$ cat config.mk
export PLATFORM = sky130hd
export DESIGN_NAME = serial_eeprom_command_port
export DESIGN_NICKNAME = d
export VERILOG_FILES = /design/src/include/eeprom_cmd_pkg.sv /design/src/hw/serial_eeprom_command_port.sv
export SDC_FILE = /design/constraint.sdc
export NUM_CORES = 2
export LEC_CHECK = 0
export ABC_AREA = 1
export BUFFER_PORTS_ARGS = -buffer_cell sky130_fd_sc_hd__buf_4
export CAP_MARGIN = 20
export CORE_ASPECT_RATIO = 1.4
export CORE_UTILIZATION = 43
export CTS_CLUSTER_DIAMETER = 50
export DETAILED_ROUTE_END_ITERATION = 12
export PLACE_DENSITY = 0.55
export SYNTH_ARGS = -nofsm -noshare
export SYNTH_HDL_FRONTEND = slang
export SYNTH_SLANG_ARGS = --single-unit
$ cat constraint.sdc
create_clock -name core_clk -period 27.5 [get_ports core_clk]
set_clock_uncertainty 0.05 [all_clocks]
set_input_delay 5.5 -clock core_clk [delete_from_list [all_inputs] [get_ports core_clk]]
set_output_delay 5.5 -clock core_clk [all_outputs]
set_load 0.05 [all_outputs]
$ cat src/include/eeprom_cmd_pkg.sv
// Purpose: Shared constants and types of the serial EEPROM command port
// Assumes: 100 MHz core clock; serial pins arrive asynchronously
// Notes:   Times are kept in ns, cycle counts are derived from them
package eeprom_cmd_pkg;

  // ==========================================================================
  // Timing
  localparam int CLK_PERIOD_NS = 10;
  // Least chip select low time before status may be shown (rounded up)
  localparam int CSL_MIN_NS = 250;
  localparam int CSL_MIN_CYCLES = (CSL_MIN_NS + CLK_PERIOD_NS - 1) / CLK_PERIOD_NS;
  // Self-timed programming cycle (longest time, rounded down)
  localparam int PROG_TIME_NS = 6000000;
  localparam int PROG_CYCLES = PROG_TIME_NS / CLK_PERIOD_NS;

  // ==========================================================================
  // Frame layout, counted in bits after the start marker bit
  localparam logic [4:0] HDR_BITS_X16 = 5'h0a;
  localparam logic [4:0] HDR_BITS_X8 = 5'h0b;
  localparam logic [4:0] DATA_BITS_X16 = 5'h10;
  localparam logic [4:0] DATA_BITS_X8 = 5'h08;

  // ==========================================================================
  // Opcodes and extended command selects
  localparam logic [1:0] OP_EXT = 2'h0;
  localparam logic [1:0] OP_WRITE = 2'h1;
  localparam logic [1:0] OP_READ = 2'h2;
  localparam logic [1:0] OP_ERASE = 2'h3;
  localparam logic [1:0] EXT_DISABLE = 2'h0;
  localparam logic [1:0] EXT_WRALL = 2'h1;
  localparam logic [1:0] EXT_ERALL = 2'h2;
  localparam logic [1:0] EXT_ENABLE = 2'h3;

  // ==========================================================================
  // Array
  localparam int ARRAY_BYTES = 256;
  localparam logic [7:0] ERASED_BYTE = 8'hff;
  localparam logic [7:0] LAST_BYTE = 8'hff;

  // ==========================================================================
  // Types
  typedef enum logic [1:0] {ST_IDLE, ST_SHIFT, ST_READ, ST_WAIT} frame_state_t;

  typedef struct packed {
    logic [1:0] op;
    logic [1:0] ext;
    logic x16;
    logic [7:0] addr;
    logic [15:0] data;
  } prog_req_t;

endpackage

$ cat src/hw/serial_eeprom_command_port.sv
// Purpose: Three-wire serial command front end of a 2 Kbit EEPROM
// Assumes: Pins are asynchronous and pass two flip-flops; serial clock is
//          sampled by core_clk and its rising edges are found by comparison
// Notes:   Array contents are undefined until erased or written
//
// What this block does
// Start is the first serial clock rise with select and data both high.
// Before a start, no pin combination causes any operation.
// An instruction runs only after all its bits are shifted in.
// Wide words: start, opcode, spare bit, seven address bits, sixteen data bits.
// Narrow words: start, opcode, spare bit, eight address bits, eight data bits.
// Opcode 11 erases, 01 writes, 10 reads, 00 selects extended commands.
// Extended group: 10 erase all, 00 disable, 11 enable, 01 write all.
// Word size select high picks 16-bit words, low picks 8-bit.
// Input bits are taken on the rising serial clock edge.
// Data out floats unless reading or showing status.
// Status drives low while busy, high when ready.
// Every chip select fall floats data out.
// Standby ends as soon as chip select rises.
// Master keeps clock or data low while raising chip select.
// Power-up is program-disabled; erase and write are refused until enabled.
// Single erase sets every bit of the addressed word to one.
// Erase starts on chip select fall, or last address bit on fast variant.
// Status appears only after chip select low at least 250 ns.
// After completion, start bit then chip select fall clears status.
// Erase all sets the whole array to one in a self-timed cycle.
// Erase all completes with no further serial clock edges.
// A read drives a zero bit right before the data word.
// Programming stays enabled until a disable command.
// Holding chip select high keeps reading consecutive words.
// Chip select low holds the serial control logic in reset.
// A started cycle completes regardless of chip select, then standby.
// Each self-timed cycle is timed by a counter and reports busy.
`timescale 1ns/100ps

module serial_eeprom_command_port #(
  parameter int PROG_CYCLES_P = eeprom_cmd_pkg::PROG_CYCLES
) (
  // Clock and reset
  input wire logic core_clk,
  input wire logic rst_n,
  // Serial pins
  input wire logic chip_select,
  input wire logic serial_clk,
  input wire logic serial_din,
  output logic serial_dout,
  output logic serial_dout_oe,
  // Variant straps
  input wire logic word_size_select,
  input wire logic fast_start,
  // Status
  output logic busy,
  output logic program_enabled,
  output logic standby
);

  // ==========================================================================
  // Declarations
  logic [4:0] pin_meta_q;
  logic [4:0] pin_sync_q;
  logic sclk_prev_q;
  logic cs_prev_q;
  logic cs_s, clk_s, di_s, x16_s, fast_s;
  logic clk_rise, cs_fall, cs_rise, start_seen;
  eeprom_cmd_pkg::frame_state_t state_q, state_d;
  logic [4:0] cnt_q, cnt_d, cnt_inc, hdr_len, data_len, frame_len;
  logic [26:0] sh_q, sh_d, sh_next;
  logic hdr_exec, data_exec, rd_start;
  eeprom_cmd_pkg::prog_req_t hdr_req, req_q, data_req, arm_req, job_q, launch_req;
  logic hdr_is_erase, hdr_needs_data, arm_hdr, arm_data, launch_now, launch;
  logic pend_q, we_q;
  logic busy_q;
  logic [19:0] pcnt_q;
  logic sweep_on_q;
  logic [7:0] sweep_q, sweep_last_q, sweep_first, sweep_last, fill_byte;
  logic job_erase;
  logic [7:0] mem [eeprom_cmd_pkg::ARRAY_BYTES];
  logic fetch_on_q, push, pop, fifo_full, fifo_valid;
  logic [7:0] fetch_addr_q, fetch_next;
  logic [15:0] fetch_word, fifo_head;
  logic [15:0] fifo_q [2];
  logic wp_q, rp_q;
  logic [1:0] fcnt_q;
  logic rd_on_q, out_bit_q, rd_shift, need_word;
  logic [15:0] out_sh_q;
  logic [4:0] bits_left_q;
  logic [5:0] low_cnt_q;
  logic low_long;
  logic status_pend_q, status_show_q, clear_arm_q;
  logic sdo_q, sdo_oe_q, standby_q;

  // Header decode shared by every instruction kind
  function automatic eeprom_cmd_pkg::prog_req_t decode_header(
    input logic [26:0] bits,
    input logic wide
  );
    eeprom_cmd_pkg::prog_req_t r;
    r.x16 = wide;
    r.data = 16'h0000;
    if (wide)
    begin
      r.op = bits[9:8];
      r.ext = bits[7:6];
      r.addr = {1'b0, bits[6:0]};
    end
    else
    begin
      r.op = bits[10:9];
      r.ext = bits[8:7];
      r.addr = bits[7:0];
    end
    return r;
  endfunction

  // ==========================================================================
  // Pin synchronisers and edge finding
  always_ff @(posedge core_clk)
  begin
    if (!rst_n)
    begin
      pin_meta_q <= 5'h00;
      pin_sync_q <= 5'h00;
      sclk_prev_q <= 1'b0;
      cs_prev_q <= 1'b0;
    end
    else
    begin
      pin_meta_q <= {fast_start, word_size_select, serial_din, serial_clk, chip_select};
      pin_sync_q <= pin_meta_q;
      sclk_prev_q <= clk_s;
      cs_prev_q <= cs_s;
    end
  end

  // Synchronised levels and their edges
  assign cs_s = pin_sync_q[0];
  assign clk_s = pin_sync_q[1];
  assign di_s = pin_sync_q[2];
  assign x16_s = pin_sync_q[3];
  assign fast_s = pin_sync_q[4];
  assign clk_rise = clk_s & ~sclk_prev_q;
  assign cs_fall = ~cs_s & cs_prev_q;
  assign cs_rise = cs_s & ~cs_prev_q;
  assign start_seen = (state_q == eeprom_cmd_pkg::ST_IDLE) & cs_s & clk_rise & di_s;

  // ==========================================================================
  // Frame framing and decode
  assign hdr_len = x16_s ? eeprom_cmd_pkg::HDR_BITS_X16 : eeprom_cmd_pkg::HDR_BITS_X8;
  assign data_len = x16_s ? eeprom_cmd_pkg::DATA_BITS_X16 : eeprom_cmd_pkg::DATA_BITS_X8;
  assign frame_len = hdr_len + data_len;
  assign cnt_inc = cnt_q + 5'h01;
  assign sh_next = {sh_q[25:0], di_s};
  assign hdr_req = decode_header(sh_next, x16_s);
  assign hdr_is_erase = (hdr_req.op == eeprom_cmd_pkg::OP_ERASE) |
    ((hdr_req.op == eeprom_cmd_pkg::OP_EXT) & (hdr_req.ext == eeprom_cmd_pkg::EXT_ERALL));
  assign hdr_needs_data = (hdr_req.op == eeprom_cmd_pkg::OP_WRITE) |
    ((hdr_req.op == eeprom_cmd_pkg::OP_EXT) & (hdr_req.ext == eeprom_cmd_pkg::EXT_WRALL));

  // Next frame state; select low forces the idle state
  always_comb
  begin
    state_d = state_q;
    cnt_d = cnt_q;
    sh_d = sh_q;
    hdr_exec = 1'b0;
    data_exec = 1'b0;
    rd_start = 1'b0;
    if (!cs_s)
    begin
      state_d = eeprom_cmd_pkg::ST_IDLE;
      cnt_d = 5'h00;
    end
    else if (clk_rise)
    begin
      case (state_q)
        eeprom_cmd_pkg::ST_IDLE:
        begin
          if (di_s)
          begin
            state_d = eeprom_cmd_pkg::ST_SHIFT;
            cnt_d = 5'h00;
          end
        end
        eeprom_cmd_pkg::ST_SHIFT:
        begin
          sh_d = sh_next;
          cnt_d = cnt_inc;
          if (cnt_inc == hdr_len)
          begin
            hdr_exec = 1'b1;
            if (hdr_req.op == eeprom_cmd_pkg::OP_READ)
            begin
              rd_start = 1'b1;
              state_d = eeprom_cmd_pkg::ST_READ;
            end
            else if (!hdr_needs_data)
              state_d = eeprom_cmd_pkg::ST_WAIT;
          end
          else if (cnt_inc == frame_len)
          begin
            data_exec = 1'b1;
            state_d = eeprom_cmd_pkg::ST_WAIT;
          end
        end
        eeprom_cmd_pkg::ST_READ, eeprom_cmd_pkg::ST_WAIT: ;
        default: state_d = eeprom_cmd_pkg::ST_IDLE;
      endcase
    end
  end

  // Frame registers
  always_ff @(posedge core_clk)
  begin
    if (!rst_n)
    begin
      state_q <= eeprom_cmd_pkg::ST_IDLE;
      cnt_q <= 5'h00;
      sh_q <= 27'h0000000;
    end
    else
    begin
      state_q <= state_d;
      cnt_q <= cnt_d;
      sh_q <= sh_d;
    end
  end

  // ==========================================================================
  // Command arming, protection and launch
  always_comb
  begin
    data_req = req_q;
    data_req.data = req_q.x16 ? sh_next[15:0] : {8'h00, sh_next[7:0]};
  end
  assign arm_hdr = hdr_exec & hdr_is_erase;
  assign arm_data = data_exec;
  assign arm_req = hdr_exec ? hdr_req : data_req;
  assign launch_now = (arm_hdr | arm_data) & fast_s;
  assign launch = (launch_now | (pend_q & cs_fall)) & we_q & ~busy_q;

  // Pending command and program enable
  always_ff @(posedge core_clk)
  begin
    if (!rst_n)
    begin
      req_q <= '0;
      pend_q <= 1'b0;
      we_q <= 1'b0;
    end
    else
    begin
      if (hdr_exec | data_exec)
        req_q <= arm_req;
      pend_q <= cs_s & (((arm_hdr | arm_data) & ~fast_s) | pend_q);
      if (hdr_exec & (hdr_req.op == eeprom_cmd_pkg::OP_EXT) &
          (hdr_req.ext == eeprom_cmd_pkg::EXT_ENABLE))
        we_q <= 1'b1;
      else if (hdr_exec & (hdr_req.op == eeprom_cmd_pkg::OP_EXT) &
               (hdr_req.ext == eeprom_cmd_pkg::EXT_DISABLE))
        we_q <= 1'b0;
    end
  end

  // ==========================================================================
  // Self-timed programming engine
  // Request that the launch takes: fresh on the fast variant, else pending
  assign launch_req = launch_now ? arm_req : req_q;
  assign sweep_first = arm_req_whole(launch_req) ? 8'h00 :
    (launch_req.x16 ? {launch_req.addr[6:0], 1'b0} : launch_req.addr);
  assign sweep_last = arm_req_whole(launch_req) ? eeprom_cmd_pkg::LAST_BYTE :
    (launch_req.x16 ? {launch_req.addr[6:0], 1'b1} : launch_req.addr);
  // Only erase opcodes fill with ones; address bits of a single erase may mimic a select
  assign job_erase = (job_q.op == eeprom_cmd_pkg::OP_ERASE) |
    ((job_q.op == eeprom_cmd_pkg::OP_EXT) & (job_q.ext == eeprom_cmd_pkg::EXT_ERALL));
  assign fill_byte = job_erase ? eeprom_cmd_pkg::ERASED_BYTE :
    ((job_q.x16 & sweep_q[0]) ? job_q.data[15:8] : job_q.data[7:0]);

  // Whole-array commands sweep every byte
  function automatic logic arm_req_whole(input eeprom_cmd_pkg::prog_req_t r);
    return r.op == eeprom_cmd_pkg::OP_EXT;
  endfunction

  // Busy counter and byte sweep run without serial clock edges
  always_ff @(posedge core_clk)
  begin
    if (!rst_n)
    begin
      busy_q <= 1'b0;
      pcnt_q <= 20'h00000;
      job_q <= '0;
      sweep_on_q <= 1'b0;
      sweep_q <= 8'h00;
      sweep_last_q <= 8'h00;
    end
    else if (launch)
    begin
      busy_q <= 1'b1;
      pcnt_q <= 20'(PROG_CYCLES_P - 1);
      job_q <= launch_req;
      sweep_on_q <= 1'b1;
      sweep_q <= sweep_first;
      sweep_last_q <= sweep_last;
    end
    else
    begin
      if (busy_q)
      begin
        busy_q <= (pcnt_q != 20'h00000);
        pcnt_q <= pcnt_q - 20'h00001;
      end
      if (sweep_on_q)
      begin
        sweep_on_q <= (sweep_q != sweep_last_q);
        sweep_q <= sweep_q + 8'h01;
      end
    end
  end

  // Array write port
  always_ff @(posedge core_clk)
  begin
    if (sweep_on_q)
      mem[sweep_q] <= fill_byte;
  end

  // ==========================================================================
  // Read prefetch into the two-entry buffer
  assign fetch_word = fetch_addr_q[7] & x16_s ? 16'h0000 :
    (x16_s ? {mem[{fetch_addr_q[6:0], 1'b1}], mem[{fetch_addr_q[6:0], 1'b0}]}
           : {mem[fetch_addr_q], 8'h00});
  assign fetch_next = x16_s ? {1'b0, fetch_addr_q[6:0] + 7'h01} : fetch_addr_q + 8'h01;
  assign fifo_full = (fcnt_q == 2'h2);
  assign fifo_valid = (fcnt_q != 2'h0);
  assign fifo_head = fifo_q[rp_q];
  assign push = fetch_on_q & ~fifo_full;
  assign rd_shift = (state_q == eeprom_cmd_pkg::ST_READ) & cs_s & clk_rise;
  assign need_word = (bits_left_q == 5'h00);
  assign pop = rd_shift & need_word & fifo_valid;

  // Address walk and buffer pointers; the full buffer stalls the walk
  always_ff @(posedge core_clk)
  begin
    if (!rst_n || !cs_s)
    begin
      fetch_on_q <= 1'b0;
      fetch_addr_q <= 8'h00;
      wp_q <= 1'b0;
      rp_q <= 1'b0;
      fcnt_q <= 2'h0;
    end
    else
    begin
      if (rd_start)
      begin
        fetch_on_q <= 1'b1;
        fetch_addr_q <= hdr_req.addr;
      end
      else if (push)
        fetch_addr_q <= fetch_next;
      if (push)
        wp_q <= ~wp_q;
      if (pop)
        rp_q <= ~rp_q;
      fcnt_q <= fcnt_q + {1'b0, push} - {1'b0, pop};
    end
  end

  // Buffer storage
  always_ff @(posedge core_clk)
  begin
    if (push)
      fifo_q[wp_q] <= fetch_word;
  end

  // Output shifter: dummy zero first, then words MSB first
  always_ff @(posedge core_clk)
  begin
    if (!rst_n || !cs_s)
    begin
      rd_on_q <= 1'b0;
      out_bit_q <= 1'b0;
      out_sh_q <= 16'h0000;
      bits_left_q <= 5'h00;
    end
    else if (rd_start)
    begin
      rd_on_q <= 1'b1;
      out_bit_q <= 1'b0;
      bits_left_q <= 5'h00;
    end
    else if (rd_shift)
    begin
      if (pop)
      begin
        out_bit_q <= fifo_head[15];
        out_sh_q <= {fifo_head[14:0], 1'b0};
        bits_left_q <= data_len - 5'h01;
      end
      else if (!need_word)
      begin
        out_bit_q <= out_sh_q[15];
        out_sh_q <= {out_sh_q[14:0], 1'b0};
        bits_left_q <= bits_left_q - 5'h01;
      end
    end
  end

  // ==========================================================================
  // Ready/busy status window
  assign low_long = (low_cnt_q >= 6'(eeprom_cmd_pkg::CSL_MIN_CYCLES));

  // Select-low timer, status show and the clear sequence
  always_ff @(posedge core_clk)
  begin
    if (!rst_n)
    begin
      low_cnt_q <= 6'h00;
      status_pend_q <= 1'b0;
      status_show_q <= 1'b0;
      clear_arm_q <= 1'b0;
    end
    else
    begin
      low_cnt_q <= cs_s ? 6'h00 : (low_long ? low_cnt_q : low_cnt_q + 6'h01);
      if (launch)
        status_pend_q <= 1'b1;
      else if (cs_fall & clear_arm_q)
        status_pend_q <= 1'b0;
      clear_arm_q <= cs_s & (clear_arm_q | (start_seen & ~busy_q & status_pend_q));
      status_show_q <= cs_s & (status_show_q | (cs_rise & status_pend_q & low_long));
    end
  end

  // Pin and status outputs
  always_ff @(posedge core_clk)
  begin
    if (!rst_n)
    begin
      sdo_q <= 1'b0;
      sdo_oe_q <= 1'b0;
      standby_q <= 1'b1;
    end
    else
    begin
      sdo_oe_q <= cs_s & (rd_on_q | status_show_q);
      sdo_q <= rd_on_q ? out_bit_q : ~busy_q;
      standby_q <= ~cs_s & ~busy_q;
    end
  end

  assign serial_dout = sdo_q;
  assign serial_dout_oe = sdo_oe_q;
  assign busy = busy_q;
  assign program_enabled = we_q;
  assign standby = standby_q;

  // ==========================================================================
  // Checks
  a_start_cond: assert property (
    @(posedge core_clk) disable iff (!rst_n)
    (state_q == eeprom_cmd_pkg::ST_IDLE && state_d != eeprom_cmd_pkg::ST_IDLE)
      |-> (cs_s && di_s && clk_rise))
    else $error("Frame began without a start condition");

  a_frame_length: assert property (
    @(posedge core_clk) disable iff (!rst_n)
    data_exec |-> (cnt_q == frame_len - 5'h01) && (state_q == eeprom_cmd_pkg::ST_SHIFT))
    else $error("Data phase ended at the wrong bit count");

  a_prog_gate: assert property (
    @(posedge core_clk) disable iff (!rst_n)
    $rose(busy_q) |-> $past(we_q))
    else $error("Programming started while disabled");

  a_enable_hold: assert property (
    @(posedge core_clk) disable iff (!rst_n)
    (we_q && !(hdr_exec && hdr_req.op == eeprom_cmd_pkg::OP_EXT
      && hdr_req.ext == eeprom_cmd_pkg::EXT_DISABLE)) |=> we_q)
    else $error("Program enable lost without a disable command");

  a_busy_span: assert property (
    @(posedge core_clk) disable iff (!rst_n)
    launch |=> busy_q [*8])
    else $error("Busy dropped early in a self-timed cycle");

  a_sweep_done: assert property (
    @(posedge core_clk) disable iff (!rst_n)
    $fell(busy_q) |-> !sweep_on_q)
    else $error("Array sweep still running at end of busy");

  a_dummy_zero: assert property (
    @(posedge core_clk) disable iff (!rst_n)
    (rd_start ##1 cs_s) |=> (serial_dout_oe && !serial_dout))
    else $error("Read did not lead with a zero bit");

  a_cs_release: assert property (
    @(posedge core_clk) disable iff (!rst_n)
    !cs_s |=> (!sdo_oe_q && !rd_on_q && state_q == eeprom_cmd_pkg::ST_IDLE))
    else $error("Output or control not released with select low");

  a_status_level: assert property (
    @(posedge core_clk) disable iff (!rst_n)
    (status_show_q && !rd_on_q) |=> (sdo_q == !$past(busy_q)))
    else $error("Status level does not follow busy");

  a_hiz_default: assert property (
    @(posedge core_clk) disable iff (!rst_n)
    (!rd_on_q && !status_show_q) |=> !sdo_oe_q)
    else $error("Data out driven outside read or status");

endmodule

==> impl_metrics.prom <==
# TYPE chip_impl_metric gauge
chip_impl_info{name="status",value="finished clean"} 1
chip_impl_metric{name="dpl_worst_slack",unit="ns"} 19.25
chip_impl_metric{name="setup_slack",unit="ns"} 19.45
chip_impl_info{name="crit_slowest_cell",value="buf_4"} 1
chip_impl_metric{name="synth_enable_flop_cells",unit=""} 2080
chip_impl_metric{name="flop_pwr_share",unit="%"} 54.2
chip_impl_metric{name="area_growth_from_synthesis_to_layout",unit="%"} 9.02
chip_impl_metric{name="net_count_after_synthesis",unit=""} 11500
chip_impl_metric{name="maxCapViolations",unit=""} 0
chip_impl_metric{name="power.switching",unit="mW"} 1.39
chip_impl_metric{name="cts_hold_repair.buffers",unit=""} 0
chip_impl_metric{name="r2r_slack",unit="ns"} 19.45
chip_impl_metric{name="total_leakage_power",unit="nW"} 42.1
chip_impl_metric{name="mapped_cells",unit=""} 11500
chip_impl_info{name="crit-reg2reg-capture",value="fifo_q[0][4]"} 1
chip_impl_metric{name="final-instance-count-excl-fill",unit=""} 14600
chip_impl_metric{name="pwr-share-clk",unit="%"} 45.7
chip_impl_metric{name="grt_start_max_net_pins",unit=""} 221
chip_impl_metric{name="number_of_gates_resized_after_cts",unit=""} 0
chip_impl_info{name="synth.area.top_cells",value="edfxtp_1, nand3_1, nand2_1"} 1
chip_impl_metric{name="net_sw_share",unit="%"} 20.3
chip_impl_metric{name="clock_latency",unit="ns"} 0.93
chip_impl_metric{name="core-area",unit="um2"} 250000
chip_impl_metric{name="yosys_warnings",unit=""} 0
chip_impl_metric{name="first_pass_iters",unit=""} 8
chip_impl_metric{name="async_reset_ff_share",unit="%"} 0
chip_impl_metric{name="fin_tns_setup",unit="ns"} 0
chip_impl_metric{name="antenna_violating_nets_post_route",unit=""} 0
chip_impl_metric{name="place_hpwl",unit="um"} 223000
chip_impl_metric{name="nets",unit=""} 11100
chip_impl_info{name="unrepaired_setup_endpoints_after_global_routing",value="false"} 1
chip_impl_metric{name="timing.critical_path.arrival",unit="ns"} 8.71
chip_impl_metric{name="p_per_area",unit="nW/um2"} 58.0
chip_impl_metric{name="layout.cell_area.non_filler",unit="um2"} 118000
chip_impl_metric{name="die_h",unit="um"} 594
chip_impl_info{name="crit_path_end",value="fifo_q[0][4]"} 1
chip_impl_metric{name="design.die.area",unit="um2"} 253000
chip_impl_metric{name="worst-path-max-fanout",unit=""} 150
chip_impl_metric{name="final_min_period_over_clock_period",unit="%"} 29.3
chip_impl_metric{name="final_layout_size_suffix_gt1_share",unit="%"} 5.18
chip_impl_metric{name="rows",unit=""} 217
chip_impl_metric{name="post_cts_buffers",unit=""} 0
chip_impl_metric{name="postSynthRegisterBits",unit=""} 2259
chip_impl_metric{name="post_detailed_placement_cell_area",unit="um2"} 110000
chip_impl_info{name="synth_ff_type",value="edfxtp_1"} 1
chip_impl_info{name="post-synth-top-count-cell",value="nand3_1"} 1
chip_impl_metric{name="detail_route.wl_per_cell",unit="um"} 25.4
chip_impl_metric{name="post_synth_num_cell_types",unit=""} 54
chip_impl_metric{name="tritoncts_num_sinks",unit=""} 2259
chip_impl_metric{name="globalRouteTotalUtil",unit="%"} 28.5
chip_impl_metric{name="die_width",unit="um"} 425
chip_impl_metric{name="routed-via-count",unit=""} 87500
chip_impl_metric{name="top_level_ports",unit=""} 12
chip_impl_metric{name="routabilityCongestion",unit=""} 0.894
chip_impl_metric{name="hold_viol_final",unit=""} 0
chip_impl_metric{name="post_synth_instance_area",unit="um2"} 108000
chip_impl_metric{name="viasPerCell",unit=""} 6.02
chip_impl_metric{name="cts.htree.levels",unit=""} 4
chip_impl_metric{name="report.final.slew_viol_count",unit=""} 0
chip_impl_metric{name="global_route_wire_length_before_repair",unit="um"} 537000
chip_impl_info{name="yosys-top-cells-count",value="nand3_1, nand2_1, edfxtp_1, nor2_1, clkbuf_1"} 1
chip_impl_info{name="startpoint_type",value="flop"} 1
chip_impl_metric{name="max-slew-margin-rel",unit="%"} 3.17
chip_impl_metric{name="worstPathRequired",unit="ns"} 28.16
chip_impl_info{name="cts_root_buffer",value="clkbuf_16"} 1
chip_impl_metric{name="syn-mean-instance-area",unit="um2"} 9.37
chip_impl_info{name="cts_tree",value="built"} 1
chip_impl_metric{name="worst_path_largest_cell_delay",unit="ns"} 0.87
chip_impl_metric{name="setup_viol_count_final",unit=""} 0
chip_impl_metric{name="drt_drc_violations_left",unit=""} 0
chip_impl_metric{name="max-vdd-ir-drop",unit="mV"} 0.0473
chip_impl_info{name="setup.worst_path.class",value="flop to flop"} 1
chip_impl_metric{name="report.power.total",unit="mW"} 6.82
chip_impl_metric{name="internal_power",unit="mW"} 5.43
chip_impl_metric{name="cts_inserted_buffers",unit=""} 234
chip_impl_metric{name="cts.reportedPaths.clkPinSlew",unit="ns"} 0.06
chip_impl_metric{name="period_needed",unit="ns"} 8.05
chip_impl_info{name="biggest_area_consumer_among_synthesized_cells",value="edfxtp_1"} 1
chip_impl_metric{name="max-clock-path-buffers",unit=""} 4
chip_impl_metric{name="number_of_antenna_violations_at_the_first_check_in_global_routing",unit=""} 20
chip_impl_metric{name="grt_pass1_vias",unit=""} 82100
chip_impl_metric{name="worst_r2r_path_depth",unit=""} 15
chip_impl_metric{name="gr-total-overflow",unit=""} 0
chip_impl_metric{name="iteration_0_drc_markers",unit=""} 11300
chip_impl_metric{name="power_frac_comb",unit="%"} 0.2
chip_impl_info{name="worst_hold_path_type",value="flop to flop"} 1
chip_impl_metric{name="starting_density",unit="%"} 43.2
chip_impl_metric{name="max_slew.worst_pin.slew",unit="ns"} 1.45
chip_impl_metric{name="synth.yosys.seq_area_share",unit="%"} 61.3
chip_impl_info{name="critical_path.cell_chain",value="inv_8 -> buf_4 -> buf_4 -> buf_4 -> buf_4 -> buf_4 -> buf_4 -> nand2_1 -> nand3_1 -> nand3_1 -> nand3_1 -> nand3_1 -> nand3_1 -> nand3_1 -> a21oi_1"} 1
chip_impl_metric{name="routed_wire_length",unit="um"} 369000
chip_impl_metric{name="io_buffer_count",unit=""} 11
chip_impl_metric{name="numPlacedInstances",unit=""} 14100
chip_impl_metric{name="maxClockFrequency",unit="GHz"} 0.124
chip_impl_metric{name="synth_largest_type_area_fraction",unit="%"} 57.9
chip_impl_info{name="crit_path_end_kind",value="flop"} 1
## how the worst min path moves through the flow
stage                   from             to  slack [ns]  cells past startpoint
2_1_floorplan  pin_meta_q[0]  pin_sync_q[0]        0.34                      2
3_3_place_gp   pin_meta_q[0]  pin_sync_q[0]        0.35                      2
3_5_place_dp   pin_meta_q[3]  pin_sync_q[3]        0.35                      2
4_1_cts        pin_meta_q[3]  pin_sync_q[3]        0.37                      2
5_1_grt        pin_meta_q[3]  pin_sync_q[3]        0.38                      2
6_report       pin_meta_q[3]  pin_sync_q[3]        0.37                      2
## worst max-delay path: cells and delay by family, from the launching register on
kind,cells,cell delay (ns)
flops,1,0.57
compound gates,1,0.29
simple gates,7,1.22
buf+inv,7,5.40
## layout make-up
type	count	area (um2)
Antenna cell	11	27.5
Clock buffer	285	6140
Clock inverter	131	1140
Fill cell	23100	132000
Inverter	343	1330
Multi-Input combinational cell	8037	36900
Sequential cell	2259	66100
Tap cell	3285	4110
Timing Repair Buffer	200	1870
## kinds of logic after synthesis
group / Yosys count / share of synthesized area [%]
simple gates: 7072 / 28.7
fa+ha+maj: 13 / 0.151
buf+inv: 1216 / 4.63
flops: 2259 / 61.3
xor+xnor: 20 / 0.162
compound gates: 931 / 5.13
mux: 1 / 0.00928
## cell usage in the layout (no fill, tap or decap), types with 8 or more instances in the layout
master      instances
o311ai_0           14
diode_2            11
clkbuf_16         235
nand2_2             8
edfxtp_1         2080
clkinv_1           45
buf_4             150
nor2_1            534
o211ai_1          218
bufinv_16          17
xor2_1             12
buf_6              29
o221ai_1           34
nand2_1          3135
nand4_1            18
clkinvlp_4          9
o21ai_0           391
nand3b_1            9
clkbuf_1           41
o21ai_1             9
nor3_2              9
o22ai_1             9
buf_12             21
a31oi_1            28
xnor2_1             8
nor3_1             14
dfxtp_1           173
ha_1               13
inv_1             332
clkinv_2           47
a21oi_1           202
nand3_1          3324
## power groups by stage
stage	combinational, mW	clock [mW]	sequential [mW]
after CTS	0.0110	3.15	3.69
final	0.0109	3.11	3.69
after floorplan	0.00699	0	3.77
after global routing	0.0119	3.27	3.69
after detailed placement	0.0110	0	3.77
after global placement	0.0106	0	3.77
## sequential cells by signal, summed over array words and instances (netlist names), 2 cells and up, named ones only
| signal | cells |
|---|---|
| pin_sync_q | 5 |
| fifo_q | 32 |
| sweep_q | 8 |
| job_q | 21 |
| req_q | 16 |
| low_cnt_q | 6 |
| fcnt_q | 2 |
| mem | 2048 |
| sh_q | 15 |
| pin_meta_q | 5 |
| data_req | 13 |
| bits_left_q | 5 |
| fetch_addr_q | 8 |
| cnt_q | 5 |
| state_q | 2 |
| pcnt_q | 20 |
| sweep_last_q | 8 |
| out_sh_q | 15 |
## metal layers
layer | global-route usage, % | share of wire, %
met4 | 15.8 | 6.2
met2 | 46.6 | 47
met5 | 0 | 0.0076
met1 | 36.3 | 38
met3 | 4.03 | 8.0
## per-stage QoR
stage	utilization, %	hold WS [ns]
final	47.1	0.365
after global routing	47.1	0.380
after detailed placement	44.1	0.351
after CTS	47.1	0.367
after floorplan	-	0.340
after global placement	44.0	0.348
Note: power is estimated with default switching activity, not from simulation.
